`config.mk`:
```
export PLATFORM = sky130hd
export DESIGN_NAME = operand_address_and_status_flags
export DESIGN_NICKNAME = d
export VERILOG_FILES = /design/src/design/operand_address_and_status_flags.v
export VERILOG_INCLUDE_DIRS = /design/src /design/src/design
export SDC_FILE = /design/constraint.sdc
export NUM_CORES = 1
export LEC_CHECK = 0
export ABC_AREA = 1
export BUFFER_PORTS_ARGS = -buffer_cell sky130_fd_sc_hd__buf_2
export CORE_MARGIN = 2
export CORE_UTILIZATION = 46
export CTS_BUF_LIST = sky130_fd_sc_hd__clkbuf_4 sky130_fd_sc_hd__clkbuf_8 sky130_fd_sc_hd__clkbuf_16
export DETAILED_ROUTE_END_ITERATION = 6
export PLACE_DENSITY = 0.82
export SETUP_SLACK_MARGIN = 0.1
export SYNTH_ARGS = -nofsm -noshare
export SYNTH_HDL_FRONTEND = slang
export SYNTH_SLANG_ARGS = --single-unit
```
`constraint.sdc`:
```
create_clock -name mclk_in -period 1.9 [get_ports mclk_in]
set_clock_uncertainty 0.1 [all_clocks]
set_input_delay 0.285 -clock mclk_in [delete_from_list [all_inputs] [get_ports mclk_in]]
set_output_delay 0.285 -clock mclk_in [all_outputs]
set_load 0.02 [all_outputs]
```
`src/design/opaddr_status_defines.vh`:
```
`ifndef OPADDR_STATUS_DEFINES_VH
`define OPADDR_STATUS_DEFINES_VH

// status word bit positions (flag 0 is the most significant bit)
`define LGT_BIT 15
`define AGT_BIT 14
`define EQ_BIT 13
`define CY_BIT 12
`define OV_BIT 11
`define PAR_BIT 10
`define XOP_BIT 9
`define MASK_HI 3
`define MASK_LO 0
`define STATUS_RST 16'h0000
`define STATUS_WR_MASK 16'hFE0F

// operand address modes (two-bit mode field)
`define AM_REG 2'h0
`define AM_IND 2'h1
`define AM_SYMIDX 2'h2
`define AM_AUTOINC 2'h3
`define INC_BYTE 16'h0001
`define INC_WORD 16'h0002

// flag operation classes
`define FOP_NONE 5'h00
`define FOP_CMP 5'h01
`define FOP_CMPI 5'h02
`define FOP_ABS 5'h03
`define FOP_ADD 5'h04
`define FOP_SUB 5'h05
`define FOP_INC 5'h06
`define FOP_DEC 5'h07
`define FOP_NEG 5'h08
`define FOP_LOGIC 5'h09
`define FOP_SHIFT 5'h0A
`define FOP_SLA 5'h0B
`define FOP_ONES 5'h0C
`define FOP_ZEROS 5'h0D
`define FOP_TBIT 5'h0E
`define FOP_DIV 5'h0F
`define FOP_XOP 5'h10
`define FOP_LOAD_MASK_IMMEDIATE 5'h11
`define FOP_RETURN_FROM_CONTEXT 5'h12
`define FOP_BITLS 5'h13

// register map (byte addresses)
`define REG_STATUS 4'h0
`define REG_LAST_ADDR 4'h4
`define REG_JUMP 4'h8
`define REG_BITADDR 4'hC
`define RESP_OKAY 2'h0
`define RESP_SLVERR 2'h2

`endif

```
`src/design/operand_address_and_status_flags.v`:
```
// The AXI4-Lite interface to the registers and the address map were decided locally.
`timescale 1ns/1ps
`default_nettype none
`include "opaddr_status_defines.vh"

// Function
// - autoincrement: address from register, increment after fetch
// - increment one for bytes, two for words
// - symbolic: next word is operand address
// - indexed: next word plus register is address
// - register zero selects symbolic, never index
// - immediate: next word is operand value
// - jump: doubled signed displacement plus advanced counter
// - bit address: register twelve base plus displacement
// - status: flags, zero gap, four mask bits
// - logical greater: unsigned source above other operand
// - arithmetic greater: signed compare, else positive result
// - equal: compare, zero, masked test, input bit
// - carry: adder carry or last shifted bit
// - add/subtract overflow from operand/result signs
// - increment/decrement overflow from sign transitions
// - left shift sign change; 8000 negate overflow
// - divide overflow when divisor not above high
// - byte parity of result, or of source
// - multi-bit parity only for counts one to eight
// - trap instruction sets extended-operation flag
// - mask loaded from immediate or saved register
module operand_address_and_status_flags
(
   // clock and reset
   input wire mclk_in,
   input wire rst_in,
   // axi4-lite register slave
   input wire [3:0] s_axi_awaddr,
   input wire s_axi_awvalid,
   output wire s_axi_awready,
   input wire [31:0] s_axi_wdata,
   input wire [3:0] s_axi_wstrb,
   input wire s_axi_wvalid,
   output wire s_axi_wready,
   output reg [1:0] s_axi_bresp,
   output reg s_axi_bvalid,
   input wire s_axi_bready,
   input wire [3:0] s_axi_araddr,
   input wire s_axi_arvalid,
   output wire s_axi_arready,
   output reg [31:0] s_axi_rdata,
   output reg [1:0] s_axi_rresp,
   output reg s_axi_rvalid,
   input wire s_axi_rready,
   // operand address generation
   input wire ag_start_in,
   input wire [1:0] ag_mode_in,
   input wire ag_immediate_in,
   input wire ag_byte_in,
   input wire [3:0] ag_reg_in,
   input wire [15:0] ag_reg_val_in,
   input wire [15:0] ag_ext_word_in,
   input wire ag_fetched_in,
   output reg ag_done_out,
   output reg [15:0] ag_addr_out,
   output reg ag_is_value_out,
   output reg ag_ext_used_out,
   output reg ag_wb_out,
   output reg [3:0] ag_wb_reg_out,
   output reg [15:0] ag_wb_val_out,
   // relative jump and bit-space address
   input wire rel_start_in,
   input wire [15:0] instr_in,
   input wire [15:0] pc_in,
   input wire [15:0] wr12_in,
   output reg rel_done_out,
   output reg [15:0] jump_pc_out,
   output reg [11:0] bit_addr_out,
   // status flag update
   input wire flag_en_in,
   input wire [4:0] flag_op_in,
   input wire flag_byte_in,
   input wire [15:0] src_in,
   input wire [15:0] dst_in,
   input wire [15:0] result_in,
   input wire carry_in,
   input wire shift_out_bit_in,
   input wire sign_changed_in,
   input wire bit_space_input_in,
   input wire [3:0] bit_count_in,
   input wire [15:0] immediate_operand_in,
   input wire [15:0] workspace_reg_fifteen_in,
   output wire [15:0] processor_status_word_out
);

   // -----------------------------------------------------------------
   // status word
   // -----------------------------------------------------------------
   reg [15:0] st_q;
   reg [15:0] st_d;
   reg [15:0] byte_sel;
   reg [15:0] s_m;
   reg [15:0] d_m;
   reg [15:0] r_m;
   reg s_gt_u;
   reg s_gt_s;
   reg bit_load_par;

   assign processor_status_word_out = st_q;

   // -----------------------------------------------------------------
   // register bus
   // -----------------------------------------------------------------
   reg aw_held_q;
   reg [3:0] aw_addr_q;
   reg w_held_q;
   reg [15:0] w_data_q;
   reg [1:0] w_strb_q;
   wire wr_fire;
   wire sw_st_wr;
   wire [15:0] sw_st_val;

   assign s_axi_awready = !aw_held_q && !s_axi_bvalid;
   assign s_axi_wready = !w_held_q && !s_axi_bvalid;
   assign s_axi_arready = !s_axi_rvalid;
   assign wr_fire = aw_held_q && w_held_q && !s_axi_bvalid;
   assign sw_st_wr = wr_fire && (aw_addr_q == `REG_STATUS);
   // reserved bits 4..8 of the word never store a one
   assign sw_st_val = {w_strb_q[1] ? w_data_q[15:8] : st_q[15:8],
                       w_strb_q[0] ? w_data_q[7:0] : st_q[7:0]}
                      & `STATUS_WR_MASK;

   always @(posedge mclk_in)
   begin
      if (rst_in)
      begin
         aw_held_q <= 1'b0;
         aw_addr_q <= 4'h0;
         w_held_q <= 1'b0;
         w_data_q <= 16'h0000;
         w_strb_q <= 2'h0;
         s_axi_bvalid <= 1'b0;
         s_axi_bresp <= `RESP_OKAY;
      end
      else
      begin
         if (s_axi_awvalid && s_axi_awready)
         begin
            aw_held_q <= 1'b1;
            aw_addr_q <= {s_axi_awaddr[3:2], 2'h0};
         end
         if (s_axi_wvalid && s_axi_wready)
         begin
            w_held_q <= 1'b1;
            w_data_q <= s_axi_wdata[15:0];
            w_strb_q <= s_axi_wstrb[1:0];
         end
         if (wr_fire)
         begin
            aw_held_q <= 1'b0;
            w_held_q <= 1'b0;
            s_axi_bvalid <= 1'b1;
            // only the status word is writable
            s_axi_bresp <= (aw_addr_q == `REG_STATUS) ? `RESP_OKAY :
                           `RESP_SLVERR;
         end
         else if (s_axi_bvalid && s_axi_bready)
         begin
            s_axi_bvalid <= 1'b0;
         end
      end
   end

   always @(posedge mclk_in)
   begin
      if (rst_in)
      begin
         s_axi_rvalid <= 1'b0;
         s_axi_rdata <= 32'h00000000;
         s_axi_rresp <= `RESP_OKAY;
      end
      else if (s_axi_arvalid && s_axi_arready)
      begin
         s_axi_rvalid <= 1'b1;
         s_axi_rresp <= `RESP_OKAY;
         case ({s_axi_araddr[3:2], 2'h0})
            `REG_STATUS: s_axi_rdata <= {16'h0000, st_q};
            `REG_LAST_ADDR: s_axi_rdata <= {16'h0000, ag_addr_out};
            `REG_JUMP: s_axi_rdata <= {16'h0000, jump_pc_out};
            `REG_BITADDR: s_axi_rdata <= {20'h00000, bit_addr_out};
            default:
            begin
               s_axi_rdata <= 32'h00000000;
               s_axi_rresp <= `RESP_SLVERR;
            end
         endcase
      end
      else if (s_axi_rvalid && s_axi_rready)
      begin
         s_axi_rvalid <= 1'b0;
      end
   end

   // -----------------------------------------------------------------
   // operand address generation
   // -----------------------------------------------------------------
   reg inc_pend_q;

   always @(posedge mclk_in)
   begin
      if (rst_in)
      begin
         ag_done_out <= 1'b0;
         ag_addr_out <= 16'h0000;
         ag_is_value_out <= 1'b0;
         ag_ext_used_out <= 1'b0;
         ag_wb_out <= 1'b0;
         ag_wb_reg_out <= 4'h0;
         ag_wb_val_out <= 16'h0000;
         inc_pend_q <= 1'b0;
      end
      else
      begin
         ag_done_out <= ag_start_in;
         ag_wb_out <= 1'b0;
         // the increment waits for the fetch so the old pointer is used
         if (inc_pend_q && ag_fetched_in)
         begin
            ag_wb_out <= 1'b1;
            inc_pend_q <= 1'b0;
         end
         if (ag_start_in)
         begin
            ag_is_value_out <= 1'b0;
            ag_ext_used_out <= 1'b0;
            if (ag_immediate_in)
            begin
               ag_addr_out <= ag_ext_word_in;
               ag_is_value_out <= 1'b1;
               ag_ext_used_out <= 1'b1;
            end
            else
            begin
               case (ag_mode_in)
                  `AM_REG:
                  begin
                     ag_addr_out <= ag_reg_val_in;
                     ag_is_value_out <= 1'b1;
                  end
                  `AM_IND: ag_addr_out <= ag_reg_val_in;
                  `AM_SYMIDX:
                  begin
                     ag_ext_used_out <= 1'b1;
                     if (ag_reg_in == 4'h0)
                        ag_addr_out <= ag_ext_word_in;
                     else
                        ag_addr_out <= ag_ext_word_in + ag_reg_val_in;
                  end
                  default:
                  begin
                     ag_addr_out <= ag_reg_val_in;
                     inc_pend_q <= 1'b1;
                     ag_wb_reg_out <= ag_reg_in;
                     ag_wb_val_out <= ag_reg_val_in +
                        (ag_byte_in ? `INC_BYTE : `INC_WORD);
                  end
               endcase
            end
         end
      end
   end

   // -----------------------------------------------------------------
   // relative jump and bit-space address
   // -----------------------------------------------------------------
   wire [7:0] disp;

   assign disp = instr_in[7:0];

   always @(posedge mclk_in)
   begin
      if (rst_in)
      begin
         rel_done_out <= 1'b0;
         jump_pc_out <= 16'h0000;
         bit_addr_out <= 12'h000;
      end
      else
      begin
         rel_done_out <= rel_start_in;
         if (rel_start_in)
         begin
            jump_pc_out <= pc_in + {{7{disp[7]}}, disp, 1'b0};
            bit_addr_out <= wr12_in[12:1] + {{4{disp[7]}}, disp};
         end
      end
   end

   // -----------------------------------------------------------------
   // flag evaluation
   // -----------------------------------------------------------------
   always @*
   begin
      byte_sel = flag_byte_in ? 16'hFF00 : 16'hFFFF;
      s_m = src_in & byte_sel;
      d_m = dst_in & byte_sel;
      r_m = result_in & byte_sel;
      s_gt_u = s_m > d_m;
      s_gt_s = (s_m[15] != d_m[15]) ? !s_m[15] : (s_m > d_m);
      bit_load_par = (bit_count_in != 4'h0) && (bit_count_in <= 4'h8) &&
                     (^src_in[15:8]);
      st_d = st_q;
      if (sw_st_wr)
         st_d = sw_st_val;
      // a core update in the same cycle as a bus write takes priority
      if (flag_en_in)
      begin
         case (flag_op_in)
            `FOP_CMP, `FOP_CMPI:
            begin
               st_d[`LGT_BIT] = s_gt_u;
               st_d[`AGT_BIT] = s_gt_s;
               st_d[`EQ_BIT] = (s_m == d_m);
               if (flag_byte_in && flag_op_in == `FOP_CMP)
                  st_d[`PAR_BIT] = ^src_in[15:8];
            end
            `FOP_ABS, `FOP_NEG:
            begin
               if (flag_op_in == `FOP_ABS)
               begin
                  st_d[`LGT_BIT] = (s_m != 16'h0000);
                  st_d[`AGT_BIT] = !s_m[15] && (s_m != 16'h0000);
                  st_d[`EQ_BIT] = (s_m == 16'h0000);
               end
               else
               begin
                  st_d[`LGT_BIT] = (r_m != 16'h0000);
                  st_d[`AGT_BIT] = !r_m[15] && (r_m != 16'h0000);
                  st_d[`EQ_BIT] = (r_m == 16'h0000);
               end
               st_d[`CY_BIT] = carry_in;
               st_d[`OV_BIT] = (src_in == 16'h8000);
            end
            `FOP_ADD, `FOP_SUB, `FOP_INC, `FOP_DEC, `FOP_LOGIC,
            `FOP_SHIFT, `FOP_SLA:
            begin
               st_d[`LGT_BIT] = (r_m != 16'h0000);
               st_d[`AGT_BIT] = !r_m[15] && (r_m != 16'h0000);
               st_d[`EQ_BIT] = (r_m == 16'h0000);
               case (flag_op_in)
                  `FOP_ADD:
                  begin
                     st_d[`CY_BIT] = carry_in;
                     st_d[`OV_BIT] = (s_m[15] == d_m[15]) &&
                                     (r_m[15] != d_m[15]);
                  end
                  `FOP_SUB:
                  begin
                     st_d[`CY_BIT] = carry_in;
                     st_d[`OV_BIT] = (s_m[15] != d_m[15]) &&
                                     (r_m[15] != d_m[15]);
                  end
                  `FOP_INC:
                  begin
                     st_d[`CY_BIT] = carry_in;
                     st_d[`OV_BIT] = !src_in[15] && result_in[15];
                  end
                  `FOP_DEC:
                  begin
                     st_d[`CY_BIT] = carry_in;
                     st_d[`OV_BIT] = src_in[15] && !result_in[15];
                  end
                  `FOP_SHIFT:
                     st_d[`CY_BIT] = shift_out_bit_in;
                  `FOP_SLA:
                  begin
                     st_d[`CY_BIT] = shift_out_bit_in;
                     st_d[`OV_BIT] = sign_changed_in;
                  end
                  default:
                     st_d[`CY_BIT] = st_q[`CY_BIT];
               endcase
               if (flag_byte_in && flag_op_in != `FOP_SHIFT &&
                   flag_op_in != `FOP_SLA)
                  st_d[`PAR_BIT] = ^result_in[15:8];
            end
            `FOP_ONES:
               st_d[`EQ_BIT] = ((src_in & ~dst_in) == 16'h0000);
            `FOP_ZEROS:
               st_d[`EQ_BIT] = ((src_in & dst_in) == 16'h0000);
            `FOP_TBIT:
               st_d[`EQ_BIT] = bit_space_input_in;
            // dst is the high dividend word, src the divisor
            `FOP_DIV:
               st_d[`OV_BIT] = (src_in <= dst_in);
            `FOP_XOP:
               st_d[`XOP_BIT] = 1'b1;
            `FOP_LOAD_MASK_IMMEDIATE:
               st_d[`MASK_HI:`MASK_LO] =
                  immediate_operand_in[3:0];
            // restoring a context brings back the saved word, except the reserved gap bits, which stay zero
            `FOP_RETURN_FROM_CONTEXT:
               st_d = workspace_reg_fifteen_in & `STATUS_WR_MASK;
            `FOP_BITLS:
               st_d[`PAR_BIT] = bit_load_par;
            default:
               st_d = st_d;
         endcase
      end
   end

   always @(posedge mclk_in)
   begin
      if (rst_in)
         st_q <= `STATUS_RST;
      else
         st_q <= st_d;
   end

endmodule
`default_nettype wire

```
==> summary.md <==
| Metric | Value |
|---|---|
| Status | `finished clean` |
| Crit. End Element | `flop` |
| Syn_area_per_cell | `6.616 sq um` |
| Root Driver | `clkbuf_16` |
| CTS max path bufs | `2` |
| Crit path required time | `between 2000 and 2500 ps` |
| Net Sw Frac | `0.3341` |
| Setup violations, final | `0` |
| H-tree levels | `4` |
| Post-route ant nets | `0` |
| Final Hold Vio Count | `0` |
| Met3 wire length | `about 2.8 mm` |
| DRT Pass-1 Iters | `5` |
| Global-route wire length before repair | `51.98 mm` |
| Cells after Synth | `approximately 1400` |
| #FFs+latches synth | `~120` |
| Clk Latency, worst-skew pair | `about 420 ps` |
| Combinational power share | `0.295` |
| Post-synth EDFFs | `0` |
| Worst r2r path cells | `10` |
| Post-synthesis async set-or-reset flop share | `0` |
| Part of the power in the clock network | `0.380` |
| Gpl congestion | `just under 1` |
| Row cnt | `52` |
| Fillers | `between 1500 and 2000` |
| Vias per std cell | `5.261` |
| Nets | `between 2000 and 2500` |
| WS Path Type | `flop to flop` |
| VDD IR-drop max | `0.6587 mV` |
| CP arrival | `1960 ps` |
| Core outline area | `about 20000 sq um` |
| DP Cell Count | `roughly 2100` |
| Chip width | `around 150 um` |
| CTS tree | `done` |
| Min Hold Slack | `approximately 2.4 ps` |
| PwrDens | `698.0 nW/um^2` |
| Area delta synth->final | `34.90%` |
| Drt initial violations | `approximately 800` |
| Lkg Pwr | `about 0.0068 uW` |
| WL/cell | `between 15 and 20 um` |
| Largest area contributor in the netlist | `dfxtp_1` |
| # clock sinks | `122` |
| Initial core utilization | `0.4699` |
| Highest Clock Rate | `~580 MHz` |
| Sequential share of power | `0.326` |
| Top sig layer | `met4` |
| Share of cells above drive strength 1 | `0.2766` |
| Die Span Y | `147.8 um` |
| Element type at the critical path start | `flop` |
| Initial antenna violation count | `1` |
| Pwr Total | `around 9000 uW` |
| Post-synth top flop | `dfxtp_1` |
| Finished Layout Cells | `around 2100` |
| RSZ-0062 raised after global routing | `false` |
| Min-Delay Path Depth | `2` |
| Drc violations | `0` |
| Vias | `roughly 11000` |
| CP max stage delay | `340 ps` |
| Yosys cell types | `53` |
| CP max stage cell | `dfxtp_2` |
| Metal2 WL | `about 16 mm` |
| Port Buffers | `about 290` |
| Clock transition at the registers of the reported paths | `approximately 60 ps` |
| P_int | `about 6000 uW` |
| Tmin final | `about 1700 ps` |
| Post-DP HPWL | `~27 mm` |
| Crit Path Max Fanout | `6` |
| HP Class | `input pin to flop` |
| Synth top area share | `0.2569` |
| P_sw | `between 2000 and 3000 uW` |
| Total track usage | `0.2987` |
| Post-Route WL | `roughly 33 mm` |
| Normalized max-slew margin | `0.6206` |
| Largest net degree at the start of global routing | `between 40 and 50` |
| Max Slew Vio Count | `0` |
| Vias in the first global route | `roughly 11000` |
| Post-synthesis sequential area ratio | `0.2569` |
| YS warnings | `0` |
| Maximum capacitance violations | `0` |
| Die area | `~22000 sq um` |
| Synth top area cells | `dfxtp_1 26%, ha_1 12%, nand2_1 11%` |
| Core Util, Final | `0.6339` |
| CTS buffer count | `17` |
| Synth Cell Area | `roughly 9500 sq um` |
| Period utilization | `0.9103` |
| Cells along the critical path | `inv_2 -> nand3_4 -> nor3_4 -> nand2_4 -> o21ai_2 -> buf_6 -> nand2_2 -> nand4_1 -> nand2_1 -> a31oi_2` |
| Ant diodes | `0` |
| Total gr overflow | `0` |
| Metal-1 WL | `between 10 and 15 mm` |
| Least-Margin Pin Slew | `~570 ps` |
| Io pins | `363` |
-- flip-flops by register name, summed over array words and instances (netlist names), 2 cells and up --
name and flops:
ag_addr_out 16, ag_wb_val_out 16, jump_pc_out 16, processor_status_word_out 16, s_axi_rdata 16, bit_addr_out 12, w_data_q 11, ag_wb_reg_out 4
aw_addr_q 2, w_strb_q 2
-- path summary, 6_finish.rpt --
check | start | endpoint | slack, ps
setup / recovery | s_axi_bvalid | processor_status_word_out[11] | 170
hold / removal | rst_in | s_axi_bvalid | 2
setup reg to reg | s_axi_bvalid | processor_status_word_out[11] | 170
hold reg to reg | w_data_q[13] | w_data_q[13] | 360
-- repair_timing --
action	CTS	global route
endpoints found under the setup margin	2	7
pin swaps	0	6
buffers inserted	0	6
hold endpoints to repair	1	0
hold buffers	1	0
resized for setup	3	12
-- worst max-delay path: cells and delay by family (launching register included) --
family	cells	cell delay [ps]
buffers and inverters	2	190
AO/OA/AOI/OAI	2	380
flip-flops	1	340
AND/OR/NAND/NOR	6	620
-- through the flow --
| step | TNS (ps) | instance area (sq um) | setup slack (ps) |
|---|---|---|---|
| 2_1_floorplan | -8.601 | 9615 | -8.601 |
| 3_3_place_gp | -2150 | 12100 | -287.2 |
| 3_5_place_dp | -3420 | 12100 | -285.7 |
| 4_1_cts | 0 | 12740 | 101.4 |
| 5_1_grt | 0 | 12830 | 89.79 |
| 6_report | 0 | 12830 | 170.4 |
-- cells in the final DEF (no fill, tap or decap), drive strengths merged, types with 2 or more instances in the layout --
cell / netlist / final
bufinv: 0 / 3
inv: 204 / 210
and2: 3 / 3
fa: 4 / 4
o31ai: 4 / 4
ha: 92 / 92
nor2: 175 / 175
xnor2: 19 / 19
nor4: 13 / 13
a221oi: 12 / 12
clkinv: 1 / 5
conb: 1 / 19
nand3: 70 / 70
a41oi: 2 / 2
xor2: 24 / 24
o211ai: 23 / 23
o21a: 10 / 10
nand3b: 2 / 2
nand2: 270 / 270
o221ai: 2 / 2
a31oi: 7 / 7
clkbuf: 32 / 18
a21oi: 136 / 136
buf: 30 / 425
dfxtp: 122 / 122
a22oi: 4 / 4
nor3: 18 / 18
nand4: 19 / 19
o21bai: 4 / 4
or2: 7 / 7
o21ai: 117 / 117
a21o: 2 / 2
-- cell usage after synthesis (all sizes together), types with 19 or more instances --
library cell	number
nand2	270
nand4	19
clkbuf	32
o211ai	23
dfxtp	122
ha	92
inv	204
xor2	24
buf	30
nor2	175
xnor2	19
a21oi	136
o21ai	117
nand3	70
-- metal layers --
metal / vias up / track usage
li1: 5517 / -
met1: 5039 / 0.3560
met2: 507 / 0.5191
met3: 95 / 0.05586
met5: - / 0
met4: 0 / 0.1404
-- cell type report --
type                            instances  area, sq um  area share
Clock inverter                         14        181.4     0.01414
Tap cell                              270        337.8     0.02634
Inverter                              205        769.5     0.05999
Sequential cell                       122         2446      0.1907
Timing Repair Buffer                  426         2524      0.1968
Clock buffer                           18        439.2     0.03424
Multi-Input combinational cell       1066         6128      0.4778
-- power groups by stage --
stage          Combinational [uW]  Clock (uW)  Sequential (uW)
4_1_cts                      2600        3430             2910
5_1_grt                      2910        3560             2930
3_5_place_dp                 2580           0             2950
2_1_floorplan                1360           0             3070
3_3_place_gp                 2530           0             2950
6_report                     2640        3400             2920
-- logic make-up after synthesis --
group                      share of synthesized area
and+or+nand+nor                               0.2610
AOI/OAI and AO/OA                             0.1983
buffers and inverters                         0.1144
DFF                                           0.2569
adders and majority gates                     0.1295
xor gates and xnor gates                     0.03961
other                                      0.0003944
No activity file was read; power rests on OpenSTA's default activity.
